### config.mk
export PLATFORM = sky130hd
export DESIGN_NAME = tcc_timer_top
export DESIGN_NICKNAME = d
export VERILOG_FILES = /design/src/core/tcc_pkg.sv /design/src/core/tcc_chan_if.sv /design/src/core/tcc_prescaler.sv /design/src/core/tcc_compare_channel.sv /design/src/core/tcc_timer_top.sv
export SDC_FILE = /design/constraint.sdc
export NUM_CORES = 1
export LEC_CHECK = 0
export ABC_CLOCK_PERIOD_IN_PS = 2600
export BUFFER_PORTS_ARGS = -buffer_cell sky130_fd_sc_hd__buf_2
export CAP_MARGIN = 20
export CORE_MARGIN = 10
export CORE_UTILIZATION = 29
export CTS_BUF_LIST = sky130_fd_sc_hd__clkbuf_16
export CTS_CLUSTER_SIZE = 25
export DETAILED_ROUTE_END_ITERATION = 8
export PLACE_DENSITY_LB_ADDON = 0.15
export SYNTH_ARGS = -nofsm -noshare
export SYNTH_HDL_FRONTEND = slang
export SYNTH_SLANG_ARGS = --single-unit
### constraint.sdc
create_clock -name sys_clk_i -period 2.6 [get_ports sys_clk_i]
set_input_delay 0.26 -clock sys_clk_i [delete_from_list [all_inputs] [get_ports sys_clk_i]]
set_output_delay 0.26 -clock sys_clk_i [all_outputs]
set_load 0.01 [all_outputs]
### src/core/tcc_pkg.sv
package tcc_pkg;
  localparam int          CNT_W      = 16;
  localparam int          BYTE_W     = 8;
  localparam int          MODE_W     = 4;
  localparam int          ACT_W      = 2;
  localparam int          SEL_W      = 3;
  localparam int          NUM_CH     = 2;
  localparam int          PRESC_W    = 10;
  localparam logic [15:0] COUNT_MAX  = 16'hFFFF;
  localparam logic [15:0] COUNT_BOT  = 16'h0000;
  localparam logic [15:0] COUNT_RST  = 16'h0000;
  localparam logic [7:0]  TEMP_RST   = 8'h00;
  localparam logic        OC_RST     = 1'b0;
  localparam int          CH_A       = 0;
  localparam int          CH_B       = 1;

  typedef enum logic [3:0] {
    TCC_MODE_NORMAL   = 4'b0000,
    TCC_MODE_CTC_A    = 4'b0100,
    TCC_MODE_CTC_CAP  = 4'b1100,
    TCC_MODE_RSVD     = 4'b1101,
    TCC_MODE_FPWM_CAP = 4'b1110,
    TCC_MODE_FPWM_A   = 4'b1111
  } tcc_mode_e;

  typedef enum logic [1:0] {
    TCC_ACT_NONE   = 2'b00,
    TCC_ACT_TOGGLE = 2'b01,
    TCC_ACT_CLEAR  = 2'b10,
    TCC_ACT_SET    = 2'b11
  } tcc_act_e;

  localparam logic [2:0]  SEL_STOP   = 3'h0;
  localparam logic [2:0]  SEL_DIV1   = 3'h1;
  localparam logic [2:0]  SEL_DIV8   = 3'h2;
  localparam logic [2:0]  SEL_DIV64  = 3'h3;
  localparam logic [2:0]  SEL_DIV256 = 3'h4;
  localparam logic [2:0]  SEL_DIV1K  = 3'h5;
  localparam logic [9:0]  DIV1_LAST   = 10'h000;
  localparam logic [9:0]  DIV8_LAST   = 10'h007;
  localparam logic [9:0]  DIV64_LAST  = 10'h03F;
  localparam logic [9:0]  DIV256_LAST = 10'h0FF;
  localparam logic [9:0]  DIV1K_LAST  = 10'h3FF;
endpackage : tcc_pkg

### src/core/tcc_chan_if.sv
`timescale 1ns/1ps
interface tcc_chan_if;
  logic       match_evt;
  logic       force_evt;
  logic [1:0] action;
  logic       state;

  modport ctrl (
    output match_evt,
    output force_evt,
    output action,
    input  state
  );
  modport chan (
    input  match_evt,
    input  force_evt,
    input  action,
    output state
  );
endinterface : tcc_chan_if

### src/core/tcc_prescaler.sv
`timescale 1ns/1ps
module tcc_prescaler #(
  parameter int PRESC_W = tcc_pkg::PRESC_W
) (
  input  wire logic                      sys_clk_i,
  input  wire logic                      reset_i,
  input  wire logic [tcc_pkg::SEL_W-1:0] clock_select_i,
  output logic                           tick_o
);
  import tcc_pkg::*;

  typedef struct packed {
    logic [9:0] cnt;
    logic [2:0] sel;
    logic       tick;
  } tcc_psc_s;

  tcc_psc_s st_r;
  tcc_psc_s st_nxt;
  logic [9:0] last;
  logic       run;

  if (PRESC_W < 10) begin : g_chk
    $error("tcc_prescaler: PRESC_W must cover the 1024 divider");
  end

  always_comb begin
    st_nxt = st_r;
    run    = 1'b1;
    unique case (clock_select_i)
      SEL_DIV1:   last = DIV1_LAST;
      SEL_DIV8:   last = DIV8_LAST;
      SEL_DIV64:  last = DIV64_LAST;
      SEL_DIV256: last = DIV256_LAST;
      SEL_DIV1K:  last = DIV1K_LAST;
      default: begin
        last = DIV1_LAST;
        run  = 1'b0;
      end
    endcase
    st_nxt.sel  = clock_select_i;
    st_nxt.tick = 1'b0;
    // Restart on a new divider so the first period is whole
    if (!run || clock_select_i != st_r.sel) begin
      st_nxt.cnt = 10'h000;
    end else if (st_r.cnt == last) begin
      st_nxt.cnt  = 10'h000;
      st_nxt.tick = 1'b1;
    end else begin
      st_nxt.cnt = st_r.cnt + 10'h001;
    end
  end

  always_ff @(posedge sys_clk_i) begin
    if (reset_i) begin
      st_r <= '0;
    end else begin
      st_r <= st_nxt;
    end
  end

  assign tick_o = st_r.tick;
endmodule : tcc_prescaler

### src/core/tcc_compare_channel.sv
`timescale 1ns/1ps
module tcc_compare_channel (
  input  wire logic sys_clk_i,
  input  wire logic reset_i,
  tcc_chan_if.chan  ch
);
  import tcc_pkg::*;

  typedef struct packed {
    logic oc;
  } tcc_ch_s;

  tcc_ch_s  st_r;
  tcc_ch_s  st_nxt;
  tcc_act_e act;

  always_comb begin
    st_nxt = st_r;
    act    = tcc_act_e'(ch.action);
    // Forced and real events take the same path
    if (ch.match_evt || ch.force_evt) begin
      unique case (act)
        TCC_ACT_NONE:   st_nxt.oc = st_r.oc;
        TCC_ACT_TOGGLE: st_nxt.oc = ~st_r.oc;
        TCC_ACT_CLEAR:  st_nxt.oc = 1'b0;
        TCC_ACT_SET:    st_nxt.oc = 1'b1;
      endcase
    end
  end

  // No mode input: the state outlives mode changes
  always_ff @(posedge sys_clk_i) begin
    if (reset_i) begin
      st_r.oc <= OC_RST;
    end else begin
      st_r <= st_nxt;
    end
  end

  assign ch.state = st_r.oc;
endmodule : tcc_compare_channel

### src/core/tcc_timer_top.sv
`timescale 1ns/1ps
module tcc_timer_top (
  input  wire logic                        sys_clk_i,
  input  wire logic                        reset_i,
  input  wire logic [tcc_pkg::SEL_W-1:0]   clock_select_i,
  input  wire logic [tcc_pkg::MODE_W-1:0]  waveform_mode_select_i,
  input  wire logic [tcc_pkg::ACT_W-1:0]   compare_output_action_a_i,
  input  wire logic [tcc_pkg::ACT_W-1:0]   compare_output_action_b_i,
  input  wire logic [tcc_pkg::NUM_CH-1:0]  force_strobe_i,
  input  wire logic                        count_wr_i,
  input  wire logic [tcc_pkg::CNT_W-1:0]   count_wdata_i,
  input  wire logic [tcc_pkg::NUM_CH-1:0]  compare_high_wr_i,
  input  wire logic [tcc_pkg::NUM_CH-1:0]  compare_low_wr_i,
  input  wire logic                        capture_high_wr_i,
  input  wire logic                        capture_low_wr_i,
  input  wire logic [tcc_pkg::BYTE_W-1:0]  write_byte_i,
  input  wire logic [tcc_pkg::NUM_CH-1:0]  compare_match_flag_clr_i,
  input  wire logic                        overflow_flag_clr_i,
  input  wire logic                        capture_flag_clr_i,
  input  wire logic [tcc_pkg::NUM_CH-1:0]  port_data_i,
  input  wire logic [tcc_pkg::NUM_CH-1:0]  compare_pin_direction_i,
  output logic [tcc_pkg::CNT_W-1:0]        timer_count_o,
  output logic [tcc_pkg::CNT_W-1:0]        compare_value_a_o,
  output logic [tcc_pkg::CNT_W-1:0]        compare_value_b_o,
  output logic [tcc_pkg::CNT_W-1:0]        capture_top_value_o,
  output logic [tcc_pkg::NUM_CH-1:0]       compare_match_flag_o,
  output logic                             overflow_flag_o,
  output logic                             capture_flag_o,
  output logic [tcc_pkg::NUM_CH-1:0]       compare_output_state_o,
  output logic [tcc_pkg::NUM_CH-1:0]       pin_out_o,
  output logic [tcc_pkg::NUM_CH-1:0]       pin_oe_n_o
);
  import tcc_pkg::*;

  typedef struct packed {
    logic [CNT_W-1:0]         count;
    logic [NUM_CH-1:0][15:0]  cmp;
    logic [CNT_W-1:0]         cap;
    logic [BYTE_W-1:0]        temp;
    logic                     block;
    logic [NUM_CH-1:0]        cmf;
    logic                     ovf;
    logic                     capf;
    logic [NUM_CH-1:0]        oc;
    logic [NUM_CH-1:0]        pin;
    logic [NUM_CH-1:0]        pin_oe_n;
  } tcc_top_s;

  tcc_top_s                 st_r;
  tcc_top_s                 st_nxt;
  tcc_mode_e                mode;
  logic                     tick;
  logic                     non_pwm;
  logic                     top_is_cap;
  logic                     clr_on_top;
  logic [CNT_W-1:0]         top_val;
  logic                     top_hit;
  logic                     wrap;
  logic [NUM_CH-1:0]        hit;
  logic [NUM_CH-1:0]        ch_state;
  logic [NUM_CH-1:0][1:0]   action;

  tcc_chan_if ch_if [NUM_CH] ();

  tcc_prescaler #(
    .PRESC_W (PRESC_W)
  ) u_presc (
    .sys_clk_i      (sys_clk_i),
    .reset_i        (reset_i),
    .clock_select_i (clock_select_i),
    .tick_o         (tick)
  );

  assign action[CH_A] = compare_output_action_a_i;
  assign action[CH_B] = compare_output_action_b_i;

  always_comb begin
    mode       = tcc_mode_e'(waveform_mode_select_i);
    non_pwm    = (mode == TCC_MODE_NORMAL) || (mode == TCC_MODE_CTC_A)
              || (mode == TCC_MODE_CTC_CAP) || (mode == TCC_MODE_RSVD);
    top_is_cap = (mode == TCC_MODE_CTC_CAP) || (mode == TCC_MODE_FPWM_CAP);
    // Sequence depends on mode only, never on action bits
    clr_on_top = (mode == TCC_MODE_CTC_A) || (mode == TCC_MODE_CTC_CAP)
              || (mode == TCC_MODE_FPWM_CAP) || (mode == TCC_MODE_FPWM_A);
    // TOP is read live, no shadow copy
    top_val    = top_is_cap ? st_r.cap : st_r.cmp[CH_A];
    // Block from a counter write eats the TOP equality too
    top_hit    = tick && !st_r.block && clr_on_top && (st_r.count == top_val);
    wrap       = tick && !top_hit && (st_r.count == COUNT_MAX);
  end

  for (genvar i = 0; i < NUM_CH; i++) begin : g_ch
    assign hit[i] = tick && !st_r.block && (st_r.count == st_r.cmp[i]);
    assign ch_if[i].match_evt = hit[i];
    // Strobe is a pulse, never stored, dead in PWM modes
    assign ch_if[i].force_evt = force_strobe_i[i] && non_pwm;
    assign ch_if[i].action    = action[i];
    assign ch_state[i]        = ch_if[i].state;

    tcc_compare_channel u_ch (
      .sys_clk_i (sys_clk_i),
      .reset_i   (reset_i),
      .ch        (ch_if[i])
    );
  end

  always_comb begin
    st_nxt = st_r;

    if (count_wr_i) begin
      st_nxt.count = count_wdata_i;
      // Held until a tick, so a stopped timer still blocks
      st_nxt.block = 1'b1;
    end else if (tick) begin
      st_nxt.block = 1'b0;
      if (top_hit) begin
        st_nxt.count = COUNT_BOT;
      end else begin
        // Past TOP the count runs to MAX and wraps
        st_nxt.count = st_r.count + 16'h0001;
      end
    end

    // Set beats clear on every flag
    for (int i = 0; i < NUM_CH; i++) begin
      st_nxt.cmf[i] = hit[i] || (st_r.cmf[i] && !compare_match_flag_clr_i[i]);
    end
    st_nxt.ovf  = (wrap && !count_wr_i)
               || (st_r.ovf && !overflow_flag_clr_i);
    // Action bits have no path into the capture flag
    st_nxt.capf = (top_hit && top_is_cap)
               || (st_r.capf && !capture_flag_clr_i);

    if (capture_high_wr_i || compare_high_wr_i != '0) begin
      st_nxt.temp = write_byte_i;
    end
    for (int i = 0; i < NUM_CH; i++) begin
      if (compare_low_wr_i[i]) begin
        st_nxt.cmp[i] = {st_r.temp, write_byte_i};
      end
    end
    // Capture register only writable while it defines TOP
    if (capture_low_wr_i && top_is_cap) begin
      st_nxt.cap = {st_r.temp, write_byte_i};
    end

    st_nxt.oc = ch_state;
    for (int i = 0; i < NUM_CH; i++) begin
      st_nxt.pin[i]      = (action[i] != 2'b00) ? ch_state[i] : port_data_i[i];
      st_nxt.pin_oe_n[i] = !compare_pin_direction_i[i];
    end
  end

  always_ff @(posedge sys_clk_i) begin
    if (reset_i) begin
      st_r          <= '0;
      st_r.count    <= COUNT_RST;
      st_r.temp     <= TEMP_RST;
      st_r.pin_oe_n <= '1;
    end else begin
      st_r <= st_nxt;
    end
  end

  assign timer_count_o          = st_r.count;
  assign compare_value_a_o      = st_r.cmp[CH_A];
  assign compare_value_b_o      = st_r.cmp[CH_B];
  assign capture_top_value_o    = st_r.cap;
  assign compare_match_flag_o   = st_r.cmf;
  assign overflow_flag_o        = st_r.ovf;
  assign capture_flag_o         = st_r.capf;
  assign compare_output_state_o = st_r.oc;
  assign pin_out_o              = st_r.pin;
  assign pin_oe_n_o             = st_r.pin_oe_n;
endmodule : tcc_timer_top

==> results of run 1 <==
where the power goes:
part / switching, mW / internal (mW)
combinational: 0.249 / 0.206
sequential: 0.0827 / 1.58
clock: 0.682 / 0.679
state kept, by name, indices dropped and copies added (netlist names), 2 cells and up:
register,cells
pin_oe_n_o,2
pin_out_o,2
compare_match_flag_o,2
timer_count_o,16
compare_value_b_o,16
compare_output_state_o,2
g_ch.u_ch.ch.state,2
compare_value_a_o,16
st_r,9
u_presc.st_r,13
capture_top_value_o,16
routing by layer:
metal  routed length, µm  global-route usage (%)  share of wire, %  vias up
met5                   0                       0                 0        -
li1                    -                       -                 -     2109
met2                7670                    21.5                45      121
met3                1040                    4.02               6.2       14
met4                 233                    4.00               1.4        0
met1                7910                    17.9                47     2021
worst max-delay path by stage:
stage	cells past startpoint	to	start	slack, ps
after global routing	7	overflow_flag_o$_SDFF_PP0_	timer_count_o[15]$_SDFFE_PP0P_	260
final	6	overflow_flag_o$_SDFF_PP0_	compare_value_a_o[11]$_SDFFE_PP0P_	420
after CTS	6	overflow_flag_o$_SDFF_PP0_	compare_value_a_o[11]$_SDFFE_PP0P_	440
after detailed placement	7	overflow_flag_o$_SDFF_PP0_	waveform_mode_select_i[3]	250
after floorplan	8	timer_count_o[10]$_SDFFE_PP0P_	timer_count_o[7]$_SDFFE_PP0P_	460
after global placement	7	overflow_flag_o$_SDFF_PP0_	waveform_mode_select_i[2]	290
placed cells by master (no fill, tap or decap), types with 2 or more instances in the layout:
| cell type | synthesis | final |
|---|---|---|
| buf_2 | 0 | 127 |
| dfxtp_1 | 99 | 99 |
| nor2_1 | 62 | 62 |
| nand2_1 | 46 | 46 |
| mux2i_1 | 43 | 43 |
| a21oi_1 | 39 | 39 |
| xor2_1 | 38 | 38 |
| xnor2_1 | 25 | 25 |
| nand3_1 | 17 | 17 |
| nor2b_1 | 17 | 17 |
| o22ai_1 | 16 | 16 |
| buf_4 | 72 | 14 |
| nor3b_1 | 12 | 12 |
| inv_1 | 11 | 11 |
| nor3_1 | 11 | 11 |
| clkbuf_16 | 0 | 9 |
| nand2b_1 | 8 | 8 |
| and3_1 | 7 | 7 |
| nand4_1 | 7 | 7 |
| nor4_1 | 5 | 5 |
| o21ai_0 | 5 | 5 |
| or2_2 | 4 | 4 |
| a2111oi_0 | 4 | 4 |
| nand3b_1 | 2 | 2 |
| o2111ai_1 | 2 | 2 |
| or4_1 | 2 | 2 |
| a211o_1 | 2 | 2 |
| a211oi_1 | 2 | 2 |
| o211ai_1 | 2 | 2 |
| a221oi_1 | 2 | 2 |
| ha_1 | 2 | 2 |
| inv_6 | 0 | 2 |
| inv_8 | 0 | 2 |
cell families (layout without fill, tap and decap cells):
family | after synthesis | count (layout) | share of synthesized area [%]
fa+ha+maj | 2 | 2 | 0.475
simple gates | 207 | 207 | 19.5
compound gates | 81 | 81 | 9.57
buf+inv | 123 | 168 | 14.1
xor+xnor | 63 | 63 | 10.5
mux | 44 | 44 | 8.38
flops | 99 | 99 | 37.6
per-stage QoR:
step                      cell area, µm²  power [mW]  setup WS, ps  hold slack [ps]  std cells
after global placement              5600        2.15           290              429        877
after global routing                5890        3.63           263             62.0        893
after detailed placement            5600        2.15           249              439        877
after floorplan                     5270        2.01           462              334        619
after CTS                           5890        3.53           444             55.2        893
final                               5890        3.47           423             66.7        893
cell usage after synthesis (7+ instances only):
cell type	number
a21oi_1	39
and3_1	7
buf_4	72
clkbuf_1	36
dfxtp_1	99
inv_1	11
mux2i_1	43
nand2_1	46
nand2b_1	8
nand3_1	17
nand4_1	7
nor2_1	62
nor2b_1	17
nor3_1	11
nor3b_1	12
o22ai_1	16
xnor2_1	25
xor2_1	38
critical path, cell delays in order, from the launching register on:
cell and delay, ps:
dfxtp_1 350, nor2b_1 160, or4_1 530, a221oi_2 320
o2111ai_1 210, nand3_2 330, o21ai_0 140
final cells by class:
| cell class | count | area [µm²] |
|---|---|---|
| Clock buffer | 9 | 225 |
| Clock inverter | 7 | 70.1 |
| Fill cell | 1943 | 12000 |
| Inverter | 11 | 41.3 |
| Multi-Input combinational cell | 397 | 2550 |
| Sequential cell | 99 | 1980 |
| Tap cell | 229 | 287 |
| Timing Repair Buffer | 141 | 741 |
==> flow_summary.toml, run 1 <==
[status]
status = "completed"

[place]
io_buffers = 127
place.gp.congestion = 0.799
dpl.hpwl_mm = 13.0

[worst_setup_path]
reg2reg_to = "overflow_flag_o$_SDFF_PP0_"
cp-end-kind = "flip-flop"
cp.required_ps = 2840
cp.arrival_ps = 2410
reg2regPathDepth = 6
startpoint_type = "flip-flop"
worstReg2RegStart = "compare_value_a_o[11]$_SDFFE_PP0P_"
critical_path_peak_fanout = 16
r2r_slack_ps = 420
worstSetupPathType = "flip-flop to flip-flop"

[final_layout]
fin_nets = 715
utilization_pct = 32.9
num_antenna_cells = 0
synthToLayoutAreaGrowth_pct = 11.8
layout-drive-gt1-share_pct = 24.8

[clocking]
clkLatencyLatePin_ps = 360
cts_hold_buffers = 0
cts_root_buffer = "clkbuf_16"
numCtsBuffers = 9
postCtsSetupRepairBufs = 0
htree_levels = 3
cts.sinks = 99
clockBufferDepth = 2
cts_tree = "done"
clk_pin_slew_ps = 80
cts_resized = 0

[global_route]
grt_overflow = 0
antenna_found_initial = 0
grt.total_usage_pct = 13.8
grt_max_degree = 45
grt_first_pass_wirelength_mm = 25.9
grt_pass1_vias = 4274

[sta]
timing.fmax_mhz = 459
rsz0062_at_grt = "no"
fin_worst_skew_ps = 9.48
period_needed_ps = 2180
hold_viol = 0
tns_ps = 0
fin_crit_sh_pct = 83.7
max_slew_margin_pct = 48.3
worstMarginPinSlew_ps = 775
setup_viol = 0
slew_violations = 0

[yosys]
synth_area_leaders = "dfxtp_1 38%, buf_4 10%, mux2i_1 8.2%"
synth_edf_count = 0
yosysUniqueCellTypes = 48
async_reset_ff_share_pct = 0
netlist_area_um2 = 5270
syn_area_per_cell_um2 = 8.52
yosys.area.top_type_share_pct = 37.6
yosysTopAreaCell = "dfxtp_1"
syn_nets = 675
syn_inst = 619
ys_seq_area_share_pct = 37.6
ys.flop_type = "dfxtp_1"
synth-seq-cells = 99
ys_warn_count = 0

[routing]
antenna_left = 0
first_pass_iters = 5
routed_via_density = 4.78
first_iter_violations = 216
num_vias = 4265
wire_per_inst_um = 18.9
routed_wl_mm = 16.9
drc = 0

[min_path]
hold_path_end = "pin_oe_n_o[1]$_SDFF_PP1_"
hp-class = "input pin to flip-flop"
min-delay-start = "compare_pin_direction_i[1]"
whs_path_depth = 2

[flow_run]
drv_cap = 0

[floorplan]
die_w_um = 155
die_area_um2 = 24000
floorplan.initialDensity_pct = 29.4
rows = 49
die_h_um = 155
core_area_um2 = 17900
pin_count = 128

[pwr]
leakagePower_nw = 2.58
irDropWorstVdd_v = 0.000331
p_per_area_nw_per_um2 = 589
(Power assumes the default switching activity.)
==> inputs of run 2 (changes only) <==
Settings changed: ABC_CLOCK_PERIOD_IN_PS 2600 to 2100.
Clock period 2.6 ns to 2.1 ns, I/O delays scaled along.
==> flow_summary.toml, run 2 (same netlist as run 1, synthesis figures left out) <==
[place]
dp_cells = 900
place_area_um2 = 5780
place.gp.congestion = 0.811
dpl.hpwl_mm = 13.3
place_ws_ps = 15.7
io_buffers = 127

[routing]
wire_per_inst_um = 18.5
antenna_left = 0
drc = 0
routed_via_density = 4.68
num_vias = 4291
first_iter_violations = 220
first_pass_iters = 4
routed_wl_mm = 17.0

[worst_setup_path]
worstSetupPathType = "flip-flop to flip-flop"
crit_path_max_incr_delay_ps = 520
cp-end-kind = "flip-flop"
cp.required_ps = 2340
crit_chain = "nor2b_1 > or4_4 > a221oi_4 > o2111ai_2 > nand3_4 > clkbuf_16 > o22ai_1"
cpMaxStageDelayCell = "or4_4"
cp.arrival_ps = 2260
startpoint_type = "flip-flop"
critical_path_peak_fanout = 8

[clocking]
numCtsBuffers = 9
clk_pin_slew_ps = 70
cts_root_buffer = "clkbuf_16"
postCtsSetupRepairBufs = 0
htree_levels = 3
cts_tree = "done"
clkLatencyLatePin_ps = 350
cts.sinks = 99
clockBufferDepth = 2

[sta]
worstMarginPinSlew_ps = 625
setup_viol = 0
fin_worst_skew_ps = 10.3
period_needed_ps = 2020
tns_ps = 0
rsz0062_at_grt = "no"
holdWs_ps = 26.4
fin_crit_sh_pct = 96.3
max_slew_margin_pct = 58.3
timing.fmax_mhz = 495
hold_viol = 0
slew_violations = 0
worst_slack_ps = 77.8

[global_route]
grt_max_degree = 60
antenna_found_initial = 0
grt.total_usage_pct = 13.8
grt_first_pass_wirelength_mm = 25.8
grt_overflow = 0
grt_pass1_vias = 4396

[floorplan]
die_h_um = 155
core_area_um2 = 17900
rows = 49
pin_count = 128
die_w_um = 155
floorplan.initialDensity_pct = 29.4
die_area_um2 = 24000

[final_layout]
fin_nets = 740
synthToLayoutAreaGrowth_pct = 17.4
num_antenna_cells = 0
utilization_pct = 34.6
multi_input_area_um2 = 2590
seqCellArea_um2 = 1980
layout-drive-gt1-share_pct = 28.2
fillers = 1927
finalInstanceArea_um2 = 6190
mostFrequentLayoutCell = "buf_2"
most-common-layout-cells = "127 x buf_2, 98 x dfxtp_1, 62 x nor2_1, 46 x nand2_1, 43 x mux2i_1"
instances_no_fill = 917

[status]
status = "completed"

[pwr]
irDropWorstVdd_v = 0.000369
p_per_area_nw_per_um2 = 726
leakagePower_nw = 2.74
p_total_mw = 4.50

[min_path]
hp-class = "input pin to flip-flop"

[flow_run]
drv_cap = 0
run 2: changes by cell type in the layout (fill, tap and decap cells not counted), sizes merged:
| cell | delta |
|---|---|
| clkbuf | +1 |
| dlygate4sd3 | +1 |
| buf | +23 |
| inv | -2 |
| bufinv | +2 |
| clkinv | -1 |
run 2: final timing paths:
path                                                    startpoint                              to  slack [ps]  cells after the start
worst max-delay path            compare_value_a_o[11]$_SDFFE_PP0P_  timer_count_o[12]$_SDFFE_PP0P_          80                      7
worst min register to register          overflow_flag_o$_SDFF_PP0_      overflow_flag_o$_SDFF_PP0_         460                      2
worst min-delay path                    compare_pin_direction_i[1]        pin_oe_n_o[1]$_SDFF_PP1_          30                      2
worst max register to register  compare_value_a_o[11]$_SDFFE_PP0P_  timer_count_o[12]$_SDFFE_PP0P_          80                      7
run 2: timing repair:
item / CTS / global route
hold buffers: 1 / 0
gates cloned: 0 / 1
endpoints found under the setup margin: 17 / 18
resized for setup: 1 / 8
pin swaps: 1 / 4
endpoints found under the hold margin: 1 / 0
run 2: critical path, delay by kind of cell, from the launching register on:
kind | cells | cell delay [ps]
compound gates | 3 | 600
buf+inv | 1 | 170
flops | 1 | 320
simple gates | 3 | 830
run 2: power breakdown:
| part | switching [mW] | internal [mW] | leakage [nW] |
|---|---|---|---|
| clock | 0.776 | 1.06 | 0.158 |
| combinational | 0.331 | 0.287 | 1.77 |
| sequential | 0.0948 | 1.95 | 0.811 |
| total | 1.20 | 3.29 | 2.74 |
run 2: routing by layer:
layer | part of all wire [%] | up-vias | GRT usage (%) | routed length [µm]
met4 | 2.8 | 0 | 6.66 | 470
met5 | 0 | - | 0 | 0
li1 | - | 2152 | - | -
met2 | 45 | 101 | 20.8 | 7570
met3 | 5.1 | 26 | 3.77 | 864
met1 | 48 | 2012 | 17.7 | 8060
run 2: layout make-up:
class                           count  area share, %
Sequential cell                    99           32.0
Tap cell                          229           4.63
Inverter                           11          0.667
Clock inverter                      6           1.58
Clock buffer                        9           3.64
Multi-Input combinational cell    397           41.9
Timing Repair Buffer              166           15.5
==> inputs of run 3 (changes only) <==
Settings changed: SYNTH_HIERARCHICAL from default to 1.
==> flow_summary.toml, run 3 <==
[status]
status = "completed"

[pwr]
p_per_area_nw_per_um2 = 709
irDropWorstVdd_v = 0.000397
p_total_mw = 4.52
leakagePower_nw = 2.80

[clocking]
cts_tree = "done"
clk_pin_slew_ps = 70
clkLatencyLatePin_ps = 350
cts_hold_buffers = 0
cts.sinks = 99
clockBufferDepth = 2
htree_levels = 3
postCtsSetupRepairBufs = 0
cts_root_buffer = "clkbuf_16"
numCtsBuffers = 9

[yosys]
yosysMostFrequentCell = "dfxtp_1"
synth_edf_count = 0
yosysTopAreaCell = "dfxtp_1"
syn_inst = 637
async_reset_ff_share_pct = 0
synth_area_leaders = "dfxtp_1 35%, buf_4 11%, mux2i_1 8.2%"
synth-compound-area-share_pct = 12.0
yosys-top-cells-count = "99 x dfxtp_1, 81 x buf_4, 59 x nor2_1, 49 x nand2_1, 46 x mux2i_1"
syn_nets = 694
synth_top_family_by_area = "simple AND/OR/NAND/NOR gates"
synth-seq-cells = 99
ys.flop_type = "dfxtp_1"
syn_area_per_cell_um2 = 8.83
ys_seq_area_share_pct = 35.2
muxShareOfSynthArea_pct = 8.19
yosys.area.top_type_share_pct = 35.2
yosysUniqueCellTypes = 61
ys_warn_count = 6
netlist_area_um2 = 5620
synth-simple-area-share_pct = 18.8
yosys.area_share.adder_pct = 0.668
synth_xor_area_share_pct = 9.50

[final_layout]
layout-drive-gt1-share_pct = 29.1
most-common-layout-cells = "126 x buf_2, 95 x dfxtp_1, 59 x nor2_1, 49 x nand2_1, 46 x mux2i_1"
fin_nets = 753
mostFrequentLayoutCell = "buf_2"
multi_input_area_um2 = 2770
num_antenna_cells = 0
seqCellArea_um2 = 1990
utilization_pct = 33.7
fillers = 2032
synthToLayoutAreaGrowth_pct = 13.3

[sta]
setup_viol = 0
period_needed_ps = 2010
rsz0062_at_grt = "no"
tns_ps = 0
fin_crit_sh_pct = 95.6
max_slew_margin_pct = 60.0
fin_worst_skew_ps = 10.3
worstMarginPinSlew_ps = 600
timing.fmax_mhz = 498
hold_viol = 0
slew_violations = 0

[worst_setup_path]
critical_path_peak_fanout = 15
worstSetupPathType = "flip-flop to flip-flop"
cp.required_ps = 2330
startpoint_type = "flip-flop"
cp-end-kind = "flip-flop"
cp.arrival_ps = 2240

[routing]
routed_via_density = 4.63
wire_per_inst_um = 18.5
first_iter_violations = 232
antenna_left = 0
num_vias = 4452
routed_wl_mm = 17.8
first_pass_iters = 5
drc = 0

[floorplan]
core_area_um2 = 18900
pin_count = 128
floorplan.initialDensity_pct = 29.8
die_area_um2 = 25400
die_w_um = 159
rows = 50
die_h_um = 159

[flow_run]
drv_cap = 0

[place]
place.gp.congestion = 0.840
io_buffers = 127
dpl.hpwl_mm = 13.9

[min_path]
hp-class = "input pin to flip-flop"

[global_route]
grt_first_pass_wirelength_mm = 27.3
grt.total_usage_pct = 13.7
grt_max_degree = 44
grt_pass1_vias = 4604
antenna_found_initial = 1
grt_overflow = 0
-- run 3: changes by cell type after synthesis, sizes merged, moves of 4 or more --
cell    previous run  this run
buf               75        95
or2                4         0
nor2b             17         8
inv               11        19
xor2              38        34
nand3             18        11
or2b               0         7
nor3              12        23
clkbuf            37        17
and3               7         2
-- run 3: repair_timing --
item	in CTS	in global routing
gates resized for setup	1	7
endpoints found under the setup margin	4	16
pin swaps	0	1
-- run 3: area by class of cell --
class	count	share of cell area (%)
well taps	260	5.11
repair buffers	160	14.1
clock buffers	9	3.53
flip-flops and latches	99	31.2
inverters	19	1.12
multi-input cells	407	43.5
clock inverters	7	1.45
-- run 3: worst paths after layout --
| check | start | endpoint | slack, ps | cells past startpoint |
|---|---|---|---|---|
| max | timer_count_o[9]$_SDFFE_PP0P_ | overflow_flag_o$_SDFF_PP0_ | 90 | 7 |
| min | compare_pin_direction_i[1] | pin_oe_n_o[1]$_SDFF_PP1_ | 20 | 2 |
| max reg2reg | timer_count_o[9]$_SDFFE_PP0P_ | overflow_flag_o$_SDFF_PP0_ | 90 | 7 |
| min reg2reg | compare_match_flag_o[0]$_SDFF_PP0_ | compare_match_flag_o[0]$_SDFF_PP0_ | 480 | 2 |
-- run 3: metrics by stage --
stage	hold slack, ps	worst slack (ps)	cells	instance area [µm²]
detailed placement	389	6.99	945	6040
CTS	12.7	21.6	961	6360
global route	18.6	2.63	961	6370
global placement	386	43.5	945	6040
finish	21.3	92.4	961	6370
floorplan	277	272	637	5620
-- run 3: critical path: stages, from the launching register on --
cell,delay (ps)
dfxtp_2,430
xnor2_2,160
o2111ai_1,180
a221oi_2,390
o2111ai_2,250
o21ai_4,200
buf_12,170
o21ai_0,100
-- run 3: per-layer routing --
metal  vias to the layer above  track usage, %  part of all wire [%]
met5                         -               0                 0.051
met4                         2            3.12                   1.1
met3                        13            4.18                   6.2
met2                       116            20.6                    44
met1                      2102            18.7                    49
li1                       2219               -                     -
-- run 3: cells by family (layout without fill, tap and decap cells) --
kind of cell | after synthesis | count (layout)
compound gates | 88 | 88
xor+xnor | 61 | 61
fa+ha+maj | 3 | 3
buf+inv | 131 | 195
flops | 99 | 99
mux | 46 | 46
simple gates | 209 | 209
-- run 3: where the power goes --
part / internal (mW) / switching (mW)
clock: 1.04 / 0.771
sequential: 1.95 / 0.104
combinational: 0.293 / 0.353
total: 3.29 / 1.23
